--- src/core/apl_pkg.sv ---
// constants, types and state encoding for the per-axis position latch
// assumes one 250 MHz clock; encoder counters run in that same clock domain
package apl_pkg;
    localparam int NUM_AXES     = 8;            // axes A..H
    localparam int NUM_GEN_IN   = 12;           // general inputs 1..12 on bits 0..11
    localparam int POS_W        = 32;           // encoder position width
    localparam int AXIS_W       = 3;            // axis number width
    localparam int HIGH_AXIS_LO = 4;            // first axis (E) of the upper group
    localparam int HIGH_IN_OFS  = 4;            // axis E..H use input bits 8..11
    localparam int CLK_MHZ      = 250;          // clock rate
    localparam int LAT_US       = 25;           // longest capture latency, microseconds
    localparam int LAT_CYC      = LAT_US * CLK_MHZ;  // longest latency in cycles, 6250
    localparam int LAT_CNT_W    = 14;           // width of the latency watch counter

    localparam logic TRIG_LATCH = 1'b0;         // trigger on the axis latch input
    localparam logic TRIG_INDEX = 1'b1;         // trigger on the axis index pulse
    localparam logic ENC_MAIN   = 1'b0;         // capture the main encoder
    localparam logic ENC_AUX    = 1'b1;         // capture the auxiliary encoder

    localparam logic [POS_W-1:0] POS_RST  = 32'h0000_0000;  // captured position after reset
    localparam logic [1:0]       SYNC_RST = 2'h3;            // pins idle high

    // per-axis capture state
    typedef enum logic [1:0] {
        ST_IDLE,
        ST_ARMED,
        ST_DONE
    } apl_state_t;
endpackage : apl_pkg

--- src/core/apl_cap_if.sv ---
// carrier between the position latch top and one per-axis capture unit
// assumes all signals are on the single controller clock
`timescale 1ns/1ps
interface apl_cap_if;
    import apl_pkg::*;
    logic             arm;        // one-cycle arm request
    logic             trig_sel;   // trigger source for this arming
    logic             enc_sel;    // encoder to capture for this arming
    logic             sampled;    // axis uses sampled feedback
    logic             lat_fall;   // falling edge seen on the latch input
    logic             idx_fall;   // falling edge seen on the index pulse
    logic [POS_W-1:0] main_pos;   // main encoder count
    logic [POS_W-1:0] aux_pos;    // auxiliary encoder count
    logic             armed;      // waiting for a trigger
    logic             captured;   // position held
    logic [POS_W-1:0] cap_pos;    // held position

    modport ctl (output arm, trig_sel, enc_sel, sampled, lat_fall, idx_fall, main_pos, aux_pos,
                 input armed, captured, cap_pos);
    modport unit (input arm, trig_sel, enc_sel, sampled, lat_fall, idx_fall, main_pos, aux_pos,
                  output armed, captured, cap_pos);
endinterface : apl_cap_if

--- src/core/apl_position_latch.sv ---
// high-speed position capture for eight axes: pin synchronisers, trigger
// routing, arm and report command handling, and one capture unit per axis
// assumes encoder counts and commands come from logic on i_clk; the
// general inputs and index pulses are asynchronous pins
`timescale 1ns/1ps
module apl_position_latch #(
    parameter int P_LAT_CYC = apl_pkg::LAT_CYC              // latency budget, cycles
) (
    input  wire logic                                       i_clk,
    input  wire logic                                       i_sys_rst,
    input  wire logic [apl_pkg::NUM_GEN_IN-1:0]             i_gen_in,
    input  wire logic [apl_pkg::NUM_AXES-1:0]               i_index,
    input  wire logic [apl_pkg::NUM_AXES-1:0][apl_pkg::POS_W-1:0] i_main_pos,
    input  wire logic [apl_pkg::NUM_AXES-1:0][apl_pkg::POS_W-1:0] i_aux_pos,
    input  wire logic [apl_pkg::NUM_AXES-1:0]               i_sampled_fb,
    input  wire logic                                       i_arm_capture_cmd,
    input  wire logic                                       i_report_capture_cmd,
    input  wire logic [apl_pkg::AXIS_W-1:0]                 i_cmd_axis,
    input  wire logic                                       i_trig_sel,
    input  wire logic                                       i_enc_sel,
    output logic                                            o_arm_refused,
    output logic                                            o_report_valid,
    output logic [apl_pkg::POS_W-1:0]                       o_report_pos,
    output logic                                            o_report_armed,
    output logic                                            o_report_captured,
    output logic [apl_pkg::NUM_AXES-1:0]                    o_armed,
    output logic [apl_pkg::NUM_AXES-1:0]                    o_captured
);
    import apl_pkg::*;

    // general input bit that serves as the latch input of an axis
    // inputs 5 to 8 carry no axis and are never routed to a unit
    function automatic int latch_bit(input int axis);
        latch_bit = (axis < HIGH_AXIS_LO) ? axis : axis + HIGH_IN_OFS;
    endfunction : latch_bit

    // one-hot decode of the command axis
    function automatic logic [NUM_AXES-1:0] axis_hot(input logic [AXIS_W-1:0] axis);
        axis_hot = '0;
        axis_hot[axis] = 1'b1;
    endfunction : axis_hot

    // pin side: every asynchronous pin passes two flip-flops, and a third keeps
    // the previous level for edge finding; nothing but stage two reads stage one
    logic [NUM_GEN_IN-1:0] gen_s1_ff;      // first synchroniser stage, read only by stage two
    logic [NUM_GEN_IN-1:0] gen_s2_ff;      // synchronised general inputs
    logic [NUM_GEN_IN-1:0] gen_prev_ff;    // previous synchronised level
    logic [NUM_AXES-1:0]   idx_s1_ff;      // first stage of index synchroniser
    logic [NUM_AXES-1:0]   idx_s2_ff;      // synchronised index
    logic [NUM_AXES-1:0]   idx_prev_ff;    // previous synchronised index
    logic [NUM_GEN_IN-1:0] gen_fall;       // falling edges of general inputs
    logic [NUM_AXES-1:0]   idx_fall;       // falling edges of index pulses
    logic [NUM_AXES-1:0]   cmd_hot;        // decoded command axis
    logic [NUM_AXES-1:0]   arm_vec;        // accepted arm, per axis
    logic                  arm_bad;        // arm aimed at a sampled feedback axis
    logic [NUM_AXES-1:0][POS_W-1:0] cap_pos;  // held positions gathered from units

    logic                  report_valid_ff;     // report answer strobe
    logic [POS_W-1:0]      report_pos_ff;       // reported position
    logic                  report_armed_ff;     // reported armed status
    logic                  report_captured_ff;  // reported captured status
    logic                  arm_refused_ff;      // refused arm strobe

    // two-stage synchronisers; inputs idle high so reset to ones
    // resetting to the idle level keeps a false fall from following reset
    always_ff @(posedge i_clk or posedge i_sys_rst) begin
        if (i_sys_rst) begin
            gen_s1_ff   <= '1;
            gen_s2_ff   <= '1;
            gen_prev_ff <= '1;
            idx_s1_ff   <= '1;
            idx_s2_ff   <= '1;
            idx_prev_ff <= '1;
        end else begin
            gen_s1_ff   <= i_gen_in;
            gen_s2_ff   <= gen_s1_ff;
            gen_prev_ff <= gen_s2_ff;
            idx_s1_ff   <= i_index;
            idx_s2_ff   <= idx_s1_ff;
            idx_prev_ff <= idx_s2_ff;
        end
    end

    // only high-to-low changes make a trigger; a rise is dropped here,
    // so a source that idles low and pulses high is caught only on the
    // trailing fall of its pulse
    assign gen_fall = gen_prev_ff & ~gen_s2_ff;
    assign idx_fall = idx_prev_ff & ~idx_s2_ff;

    // command decode; a sampled feedback axis refuses arming
    // an arm and a report in one cycle both act on the same axis
    assign cmd_hot = axis_hot(i_cmd_axis);
    assign arm_bad = i_arm_capture_cmd && i_sampled_fb[i_cmd_axis];
    assign arm_vec = (i_arm_capture_cmd && !arm_bad) ? cmd_hot : '0;

    // one capture unit per axis, each on its fixed latch input
    // all units share the trigger and encoder choice lines; only the armed
    // unit latches them, so a later command for another axis leaves this
    // one alone
    for (genvar g = 0; g < NUM_AXES; g++) begin : g_axis
        apl_cap_if u_cap ();

        assign u_cap.arm      = arm_vec[g];
        assign u_cap.trig_sel = i_trig_sel;
        assign u_cap.enc_sel  = i_enc_sel;
        assign u_cap.sampled  = i_sampled_fb[g];
        assign u_cap.lat_fall = gen_fall[latch_bit(g)];
        assign u_cap.idx_fall = idx_fall[g];
        assign u_cap.main_pos = i_main_pos[g];
        assign u_cap.aux_pos  = i_aux_pos[g];
        assign o_armed[g]     = u_cap.armed;
        assign o_captured[g]  = u_cap.captured;
        assign cap_pos[g]     = u_cap.cap_pos;

        apl_axis_unit u_unit (
            .i_clk     (i_clk),
            .i_sys_rst (i_sys_rst),
            .cap       (u_cap.unit)
        );
    end

    // report answers one cycle after the command with the held position
    // the status is taken at the same edge as the position, so the three
    // answers always describe one moment; a capture in that very edge
    // shows up only in the next report
    always_ff @(posedge i_clk or posedge i_sys_rst) begin
        if (i_sys_rst) begin
            report_valid_ff    <= 1'b0;
            report_pos_ff      <= POS_RST;
            report_armed_ff    <= 1'b0;
            report_captured_ff <= 1'b0;
        end else begin
            report_valid_ff <= i_report_capture_cmd;
            if (i_report_capture_cmd) begin
                report_pos_ff      <= cap_pos[i_cmd_axis];
                report_armed_ff    <= o_armed[i_cmd_axis];
                report_captured_ff <= o_captured[i_cmd_axis];
            end
        end
    end

    // refused arm is flagged for one cycle
    // an arm aimed at a sampled feedback axis changes nothing else
    always_ff @(posedge i_clk or posedge i_sys_rst) begin
        if (i_sys_rst) begin
            arm_refused_ff <= 1'b0;
        end else begin
            arm_refused_ff <= arm_bad;
        end
    end

    // every report and refusal output comes straight from a flip-flop
    assign o_report_valid    = report_valid_ff;
    assign o_report_pos      = report_pos_ff;
    assign o_report_armed    = report_armed_ff;
    assign o_report_captured = report_captured_ff;
    assign o_arm_refused     = arm_refused_ff;

    // latency watch on axis A: cycles since its synchronised latch fall while
    // it is armed on that input; the watch restarts on every arm of axis A, because an
    // arm in the capture cycle drops the event and starts a fresh wait
    // the budget assertion below reads this counter
    logic [LAT_CNT_W-1:0] lat_cnt_ff;     // cycles since the fall was seen
    logic                 lat_mode_a_ff;  // axis A armed on its latch input
    always_ff @(posedge i_clk or posedge i_sys_rst) begin
        if (i_sys_rst) begin
            lat_cnt_ff    <= '0;
            lat_mode_a_ff <= 1'b0;
        end else if (!o_armed[0] || arm_vec[0]) begin
            // idle, captured or freshly armed: nothing is pending
            lat_cnt_ff    <= '0;
            lat_mode_a_ff <= arm_vec[0] && (i_trig_sel == TRIG_LATCH);
        end else if (lat_cnt_ff != '0 || (lat_mode_a_ff && gen_fall[0])) begin
            // a fall is pending; only the synchronised level is read
            lat_cnt_ff <= lat_cnt_ff + LAT_CNT_W'(1);
        end
    end
endmodule : apl_position_latch

--- src/core/apl_axis_unit.sv ---
// single-shot capture unit for one axis
// assumes edge pulses are already synchronised and one cycle long
`timescale 1ns/1ps
module apl_axis_unit (
    input  wire logic i_clk,
    input  wire logic i_sys_rst,
    apl_cap_if.unit   cap
);
    import apl_pkg::*;

    apl_state_t       state_ff;      // capture state
    apl_state_t       nxt_state;     // next capture state
    logic             trig_sel_ff;   // trigger source held from arming
    logic             enc_sel_ff;    // encoder choice held from arming
    logic [POS_W-1:0] pos_ff;        // captured position
    logic             fire;          // selected trigger fell while armed
    logic [POS_W-1:0] src_pos;       // position chosen for capture

    // only falling edges reach here; rising edges never fire
    assign fire    = (state_ff == ST_ARMED) &&
                     ((trig_sel_ff == TRIG_INDEX) ? cap.idx_fall : cap.lat_fall);
    assign src_pos = (enc_sel_ff == ENC_AUX) ? cap.aux_pos : cap.main_pos;

    // sampled feedback kills capture; arm beats a same-cycle trigger
    always_comb begin
        nxt_state = state_ff;
        case (state_ff)
            ST_IDLE:  nxt_state = ST_IDLE;
            ST_ARMED: if (fire) begin
                nxt_state = ST_DONE;
            end
            ST_DONE:  nxt_state = ST_DONE;
            default:  nxt_state = ST_IDLE;
        endcase
        if (cap.arm) begin
            nxt_state = ST_ARMED;
        end
        if (cap.sampled) begin
            nxt_state = ST_IDLE;
        end
    end

    // state and configuration registers
    always_ff @(posedge i_clk or posedge i_sys_rst) begin
        if (i_sys_rst) begin
            state_ff    <= ST_IDLE;
            trig_sel_ff <= TRIG_LATCH;
            enc_sel_ff  <= ENC_MAIN;
        end else begin
            state_ff <= nxt_state;
            if (cap.arm) begin
                trig_sel_ff <= cap.trig_sel;
                enc_sel_ff  <= cap.enc_sel;
            end
        end
    end

    // the snapshot is taken on the edge the trigger is seen
    always_ff @(posedge i_clk or posedge i_sys_rst) begin
        if (i_sys_rst) begin
            pos_ff <= POS_RST;
        end else if (fire && !cap.arm && !cap.sampled) begin
            pos_ff <= src_pos;
        end
    end

    assign cap.armed    = (state_ff == ST_ARMED);
    assign cap.captured = (state_ff == ST_DONE);
    assign cap.cap_pos  = pos_ff;
endmodule : apl_axis_unit

--- config.mk ---
export PLATFORM = sky130hd
export DESIGN_NAME = apl_position_latch
export DESIGN_NICKNAME = d
export VERILOG_FILES = /design/src/core/apl_pkg.sv /design/src/core/apl_cap_if.sv /design/src/core/apl_position_latch.sv /design/src/core/apl_axis_unit.sv
export SDC_FILE = /design/constraint.sdc
export NUM_CORES = 1
export LEC_CHECK = 0
export ABC_CLOCK_PERIOD_IN_PS = 17880
export BUFFER_PORTS_ARGS = -buffer_cell sky130_fd_sc_hd__buf_2
export CAP_MARGIN = 20
export CORE_AREA = 5 5 230 232
export CTS_CLUSTER_DIAMETER = 50
export DETAILED_ROUTE_END_ITERATION = 12
export DIE_AREA = 0 0 235 237
export PLACE_DENSITY = 0.64
export REMOVE_ABC_BUFFERS = 1
export SYNTH_ARGS = -nofsm -noshare
export SYNTH_HDL_FRONTEND = slang
export SYNTH_SLANG_ARGS = --single-unit
export TNS_END_PERCENT = 10
--- constraint.sdc ---
create_clock -name i_clk -period 17.88 [get_ports i_clk]
set_clock_uncertainty 0.05 [all_clocks]
set_input_delay 3.576 -clock i_clk [delete_from_list [all_inputs] [get_ports i_clk]]
set_output_delay 3.576 -clock i_clk [all_outputs]
set_load 0.005 [all_outputs]
==> flow_summary.ini, run 1 <==
[clock_tree]
cts_tree = done
clock_latency_ns = 0.56
hold_buffers = 0
clkSinkCount = 372
clk_pin_slew_worst_paths_ns = 0.06
cts_root_buf = clkbuf_16
post-cts-setup-buffer-count = 0
post_cts_resized = 0
htree_levels = 2
numCtsBuffers = 46
cts.path.max_buffers = 3

[floorplan]
num_rows = 83
die_w_um = 235
io_pins = 601
start_util_pct = 36.5
fp.coreArea_um2 = 50800
dieArea_um2 = 55700
die_h_um = 237

[pwr]
vdd_drop_max_mv = 0.0578
powerDensity_nw_per_um2 = 106
power_leakage_nw = 11.3

[flow_run]
cap_viol_max_count = 0

[detailed_routing]
vias = 15800
drc = 0
via_per_inst = 5.26
postRouteWirelength_mm = 71.0
drtAntennaViolNets = 0
dr.first_iter.drc_count = 1026
wire_per_inst_um = 23.7
drt_first_pass_iters = 5

[critical_path]
cp.arrival_ns = 6.28
cp-end-kind = flop
cp_top_family = buffers and inverters
rr_startpoint = idx_s2_ff[6]
start_kind = input port
cp_cell_sequence = buf_6 -> buf_4 -> mux2_2 -> a22oi_1 -> o22ai_1 -> o22a_1
cp-startpoint = i_cmd_axis[0]
crit_type = in -> reg
cp_num_buf_inv = 2
slowest_stage = buf_4
cpPeakStageDelay_ns = 0.80
cp_max_fo = 62
cp.required_ns = 18.27

[placed_design]
dp_slack_ns = 11.53
placed_cells = 2911
postPlaceCellArea_um2 = 22000
dp_hpwl_mm = 51.8
gp_congestion = 0.900
portBuffers = 596

[sta]
finalSetupViolCount = 0
slew_headroom_pct = 27.5
tns_ns = 0
rsz0062_at_grt = false
worst_pin_slew_ns = 1.09
max_freq_mhz = 170
period_share_pct = 33.0
final_max_slew_viol_count = 0
period_minus_slack_ns = 5.89
hold_violations = 0
fin_ws_ns = 11.99

[yosys]
synth_async_sr_flop_share_pct = 100
synth-edff-count = 0
post_synth.cell_area_avg_um2 = 10.6
ys_warn_count = 0
synth_seq_cells = 372
synth_top_cell_by_area = dfrtp_1
synth-seq-area-share_pct = 50.6
syn_area_um2 = 18500
synth.distinct_cells = 56
synth_area_leaders = dfrtp_1 44%, mux2i_1 17%, dfstp_2 6.8%, a21oi_1 4.2%, o21ai_0 4.1%
synth_flop_cell = dfrtp_1
synthCells = 1746
yosysTopAreaCellShare_pct = 43.8

[grt]
grt_pass1_wl_mm = 104
gr-total-overflow = 0
grt_pass1_vias = 16500
grtUsageTotal_pct = 24.5
grt_max_degree = 116
grt_antenna_before_repair = 18

[finish]
post_layout_nonfiller_instances = 2997
fillers = 4800
final_common_cell = buf_2
layout-drive-gt1-share_pct = 36.0
syn_to_final_growth_pct = 27.3
fin_area_um2 = 23600
nNetsFinal = 2844
layout_common_cells = 592 x buf_2, 316 x dfrtp_1, 309 x mux2i_1

[hold_path]
min_from = gen_s1_ff[3]
hp-class = reg -> reg

[outcome]
outcome = finished, final reports clean
## per-layer routing
layer	global-route usage [%]	share of wire, %	vias up
li1	-	-	7278
met1	30.6	40	7721
met2	43.5	50	621
met3	4.82	6.2	134
met4	6.76	2.7	14
met5	0	0.15	-
## synthesized netlist by cell type, types with 4 or more instances
cell type  count
a2111oi_0      4
a2111oi_4      4
a21oi_1      156
a221oi_1       7
a22o_1         7
a22oi_1       20
a31oi_1       11
a32oi_1        4
and2_1         4
and3_1         6
and3b_1        4
buf_1          8
buf_2         29
buf_4         25
buf_6          9
clkbuf_1      71
dfrtp_1      324
dfstp_2       48
ha_1          16
inv_1         27
mux2_2        47
mux2i_1      309
mux4_2        10
nand2_1      155
nand3_1       15
nand3b_1       4
nand4_1        5
nor2_1       174
nor2b_1        8
nor3b_1       11
o2111ai_1      5
o21ai_0      151
o221ai_1       4
o22a_1        11
o22ai_1        5
o2bb2ai_1      8
or3b_1         4
## sequential cells by signal, summed over array words and instances (netlist names)
name	count
g_axis.u_unit.enc_sel_ff	8
gen_s1_ff	8
g_axis.u_unit.trig_sel_ff	8
gen_s2_ff	8
o_report_armed	1
o_report_captured	1
o_report_valid	1
o_arm_refused	1
o_report_pos	32
idx_s2_ff	8
g_axis.u_unit.state_ff	16
g_axis.u_unit.cap.cap_pos	256
idx_prev_ff	8
gen_prev_ff	8
idx_s1_ff	8
## worst paths after layout
kind                                               endpoint  cells past startpoint  slack [ns]
max                                        o_report_pos[14]                      6       11.99
min                                            gen_s2_ff[3]                      0        0.30
min reg2reg                                    gen_s2_ff[3]                      0        0.30
max reg2reg                 g_axis[6].u_unit.cap.cap_pos[1]                      4       15.34
min in group asynchronous   g_axis[3].u_unit.cap.cap_pos[5]                      2        3.09
max in group asynchronous  g_axis[2].u_unit.cap.cap_pos[17]                      4       12.35
## power breakdown
| part | total (W) | switching (W) | internal, W |
|---|---|---|---|
| Combinational | 0.000507 | 0.000281 | 0.000226 |
| Sequential | 0.00103 | 0.0000751 | 0.000951 |
| Clock | 0.000962 | 0.000373 | 0.000590 |
## cells by family (layout without fill, tap and decap cells)
| kind of cell | after synthesis | count (layout) | share of synthesized area, % |
|---|---|---|---|
| DFF | 372 | 372 | 50.6 |
| muxes | 366 | 366 | 20.8 |
| buffers and inverters | 169 | 738 | 4.49 |
| AOI/OAI and AO/OA | 418 | 418 | 13.6 |
| adders and majority gates | 16 | 16 | 1.08 |
| other | 0 | 2 | 0 |
| and+or+nand+nor | 405 | 405 | 9.48 |
## cell type report
class,instances,area [um2],area share (%)
well taps,680,851,3.61
flip-flops and latches,372,9380,39.8
diodes,2,5.00,0.0212
clock buffers,62,1350,5.71
inverters,27,109,0.462
repair buffers,627,3230,13.7
clock inverters,22,254,1.08
multi-input cells,1205,8390,35.6
## metrics by stage
stage | power [W] | hold WS, ns | utilization (%)
2_1_floorplan | 0.00131 | 0.295 | -
3_3_place_gp | 0.00153 | 0.296 | 43.2
3_5_place_dp | 0.00155 | 0.297 | 43.2
4_1_cts | 0.00252 | 0.303 | 46.4
5_1_grt | 0.00260 | 0.308 | 46.4
6_report | 0.00250 | 0.304 | 46.4
Note: power is estimated with default switching activity, not from simulation.
==> inputs of run 2 (changes only) <==
--- a/config.mk
+++ b/config.mk
@@ -5,7 +5,7 @@
 export SDC_FILE = /design/constraint.sdc
 export NUM_CORES = 1
 export LEC_CHECK = 0
-export ABC_CLOCK_PERIOD_IN_PS = 17880
+export ABC_CLOCK_PERIOD_IN_PS = 5500
 export BUFFER_PORTS_ARGS = -buffer_cell sky130_fd_sc_hd__buf_2
 export CAP_MARGIN = 20
 export CORE_AREA = 5 5 230 232
==> constraint.sdc (replaced) <==
create_clock -name i_clk -period 5.5 [get_ports i_clk]
set_clock_uncertainty 0.05 [all_clocks]
set_input_delay 1.1 -clock i_clk [delete_from_list [all_inputs] [get_ports i_clk]]
set_output_delay 1.1 -clock i_clk [all_outputs]
set_load 0.005 [all_outputs]
==> run 2 against run 1 <==
Against the previous run:
- power grew to 3.3 times the previous value
- core utilization is 0.16 points higher
- sequential power grew to 3.3 times the previous value
- cell area is 0.35% higher
- sequential share of layout area is 0.14 points lower
- critical path depth is 1 lower
- worst hold slack better by 0.00056 ns
- critical endpoint is now g_axis[5].u_unit.cap.cap_pos[16]
==> flow_summary.ini, run 2 (synthesis gave the netlist of run 1 again) <==
[outcome]
outcome = finished, final reports clean

[detailed_routing]
drc = 0
via_per_inst = 5.29
vias = 15900
drtAntennaViolNets = 0
dr.first_iter.drc_count = 1102
drt_first_pass_iters = 5
postRouteWirelength_mm = 71.7
wire_per_inst_um = 23.9

[floorplan]
die_w_um = 235
fp.coreArea_um2 = 50800
die_h_um = 237
dieArea_um2 = 55700
start_util_pct = 36.5
io_pins = 601
num_rows = 83

[sta]
period_minus_slack_ns = 2.98
worst_pin_slew_ns = 1.00
slew_headroom_pct = 32.9
hold_violations = 0
rsz0062_at_grt = false
period_share_pct = 54.2
max_freq_mhz = 335
hold_ws_ns = 0.304
finalSetupViolCount = 0
final_max_slew_viol_count = 0

[grt]
grt_pass1_vias = 16600
grt_pass1_wl_mm = 105
grtUsageTotal_pct = 24.8
grt_max_degree = 123
grt_antenna_before_repair = 18
gr-total-overflow = 0

[pwr]
powerDensity_nw_per_um2 = 348
power_leakage_nw = 11.3
vdd_drop_max_mv = 0.193

[critical_path]
cp_max_fo = 63
slowest_stage = buf_4
cpPeakStageDelay_ns = 0.53
reg2regPathDepth = 5
rrSetupSlack_ns = 3.06
cp_cell_sequence = buf_6 -> nand4b_1 -> o2111ai_4 -> buf_4 -> o21ai_0
cp-end-kind = flop
cp_num_buf_inv = 2
cp.arrival_ns = 3.36
crit_type = in -> reg
cp_top_family = buffers and inverters
r2r-end = g_axis[0].u_unit.cap.cap_pos[24]
rr_startpoint = gen_prev_ff[0]
cp.required_ns = 5.87
start_kind = input port

[placed_design]
postPlaceCellArea_um2 = 22000
gp_congestion = 0.901
dp_hpwl_mm = 51.9
placed_cells = 2910
portBuffers = 596

[clock_tree]
htree_levels = 2
post_cts_resized = 0
clkSinkCount = 372
cts.path.max_buffers = 3
clock_latency_ns = 0.57
clk_pin_slew_worst_paths_ns = 0.06
hold_buffers = 0
numCtsBuffers = 46
cts_root_buf = clkbuf_16
cts_tree = done
post-cts-setup-buffer-count = 0

[finish]
fin_area_um2 = 23600
final_common_cell = buf_2
layout-drive-gt1-share_pct = 35.8
fillers = 4720
nNetsFinal = 2844
multi_input_area_um2 = 8390
post_layout_nonfiller_instances = 3002
layout_common_cells = 592 x buf_2, 316 x dfrtp_1, 309 x mux2i_1
largest_reg_flops = 256
syn_to_final_growth_pct = 27.7
register_area_um2 = 9380

[hold_path]
hp-class = reg -> reg
whs_path_depth = 0
holdPathEnd = gen_s2_ff[0]
min_from = gen_s1_ff[0]

[flow_run]
cap_viol_max_count = 0
run 2: worst max-delay path by stage:
stage               cells past startpoint                               end           from
floorplan                               1   g_axis[0].u_unit.cap.cap_pos[0]      i_sys_rst
global route                            5  g_axis[5].u_unit.cap.cap_pos[11]  i_cmd_axis[0]
global placement                        5                  o_report_pos[14]  i_cmd_axis[0]
finish                                  5  g_axis[5].u_unit.cap.cap_pos[16]  i_cmd_axis[0]
CTS                                     5  g_axis[7].u_unit.cap.cap_pos[29]  i_cmd_axis[2]
detailed placement                      5  g_axis[7].u_unit.cap.cap_pos[29]  i_cmd_axis[0]
run 2: through the flow:
step	worst slack, ns	total power (W)	TNS, ns	util [%]
2_1_floorplan	-5.90	0.00427	-2053.35	-
3_3_place_gp	1.99	0.00500	0	43.3
3_5_place_dp	1.99	0.00506	0	43.3
4_1_cts	2.60	0.00828	0	46.5
5_1_grt	2.44	0.00856	0	46.5
6_report	2.52	0.00823	0	46.6
run 2: worst register-to-register path, delay by kind of cell, from the launching register on:
kind | cells | cell delay, ns
buffers and inverters | 1 | 0.60
AO/OA/AOI/OAI | 2 | 0.52
AND/OR/NAND/NOR | 2 | 0.68
flip-flops | 1 | 0.51
run 2: area by class of cell:
| class | instances | area share, % |
|---|---|---|
| flip-flops and latches | 372 | 39.7 |
| multi-input cells | 1205 | 35.5 |
| repair buffers | 627 | 13.9 |
| clock buffers | 66 | 5.67 |
| well taps | 680 | 3.60 |
| clock inverters | 19 | 1.16 |
| inverters | 27 | 0.460 |
| diodes | 6 | 0.0635 |
run 2: where the power goes:
group	total [W]	internal [W]	switching, W
Clock	0.00322	0.00199	0.00123
Combinational	0.00166	0.000740	0.000917
Sequential	0.00335	0.00309	0.000259
Total	0.00823	0.00582	0.00241
run 2: routing by layer:
layer | part of all wire, % | vias up | GRT usage, % | wire, um
li1 | - | 7284 | - | -
met1 | 39 | 7717 | 30.7 | 28300
met4 | 4.5 | 14 | 10.5 | 3210
met5 | 0.13 | - | 0 | 90
met3 | 7.4 | 148 | 5.81 | 5320
met2 | 48 | 714 | 41.8 | 34800
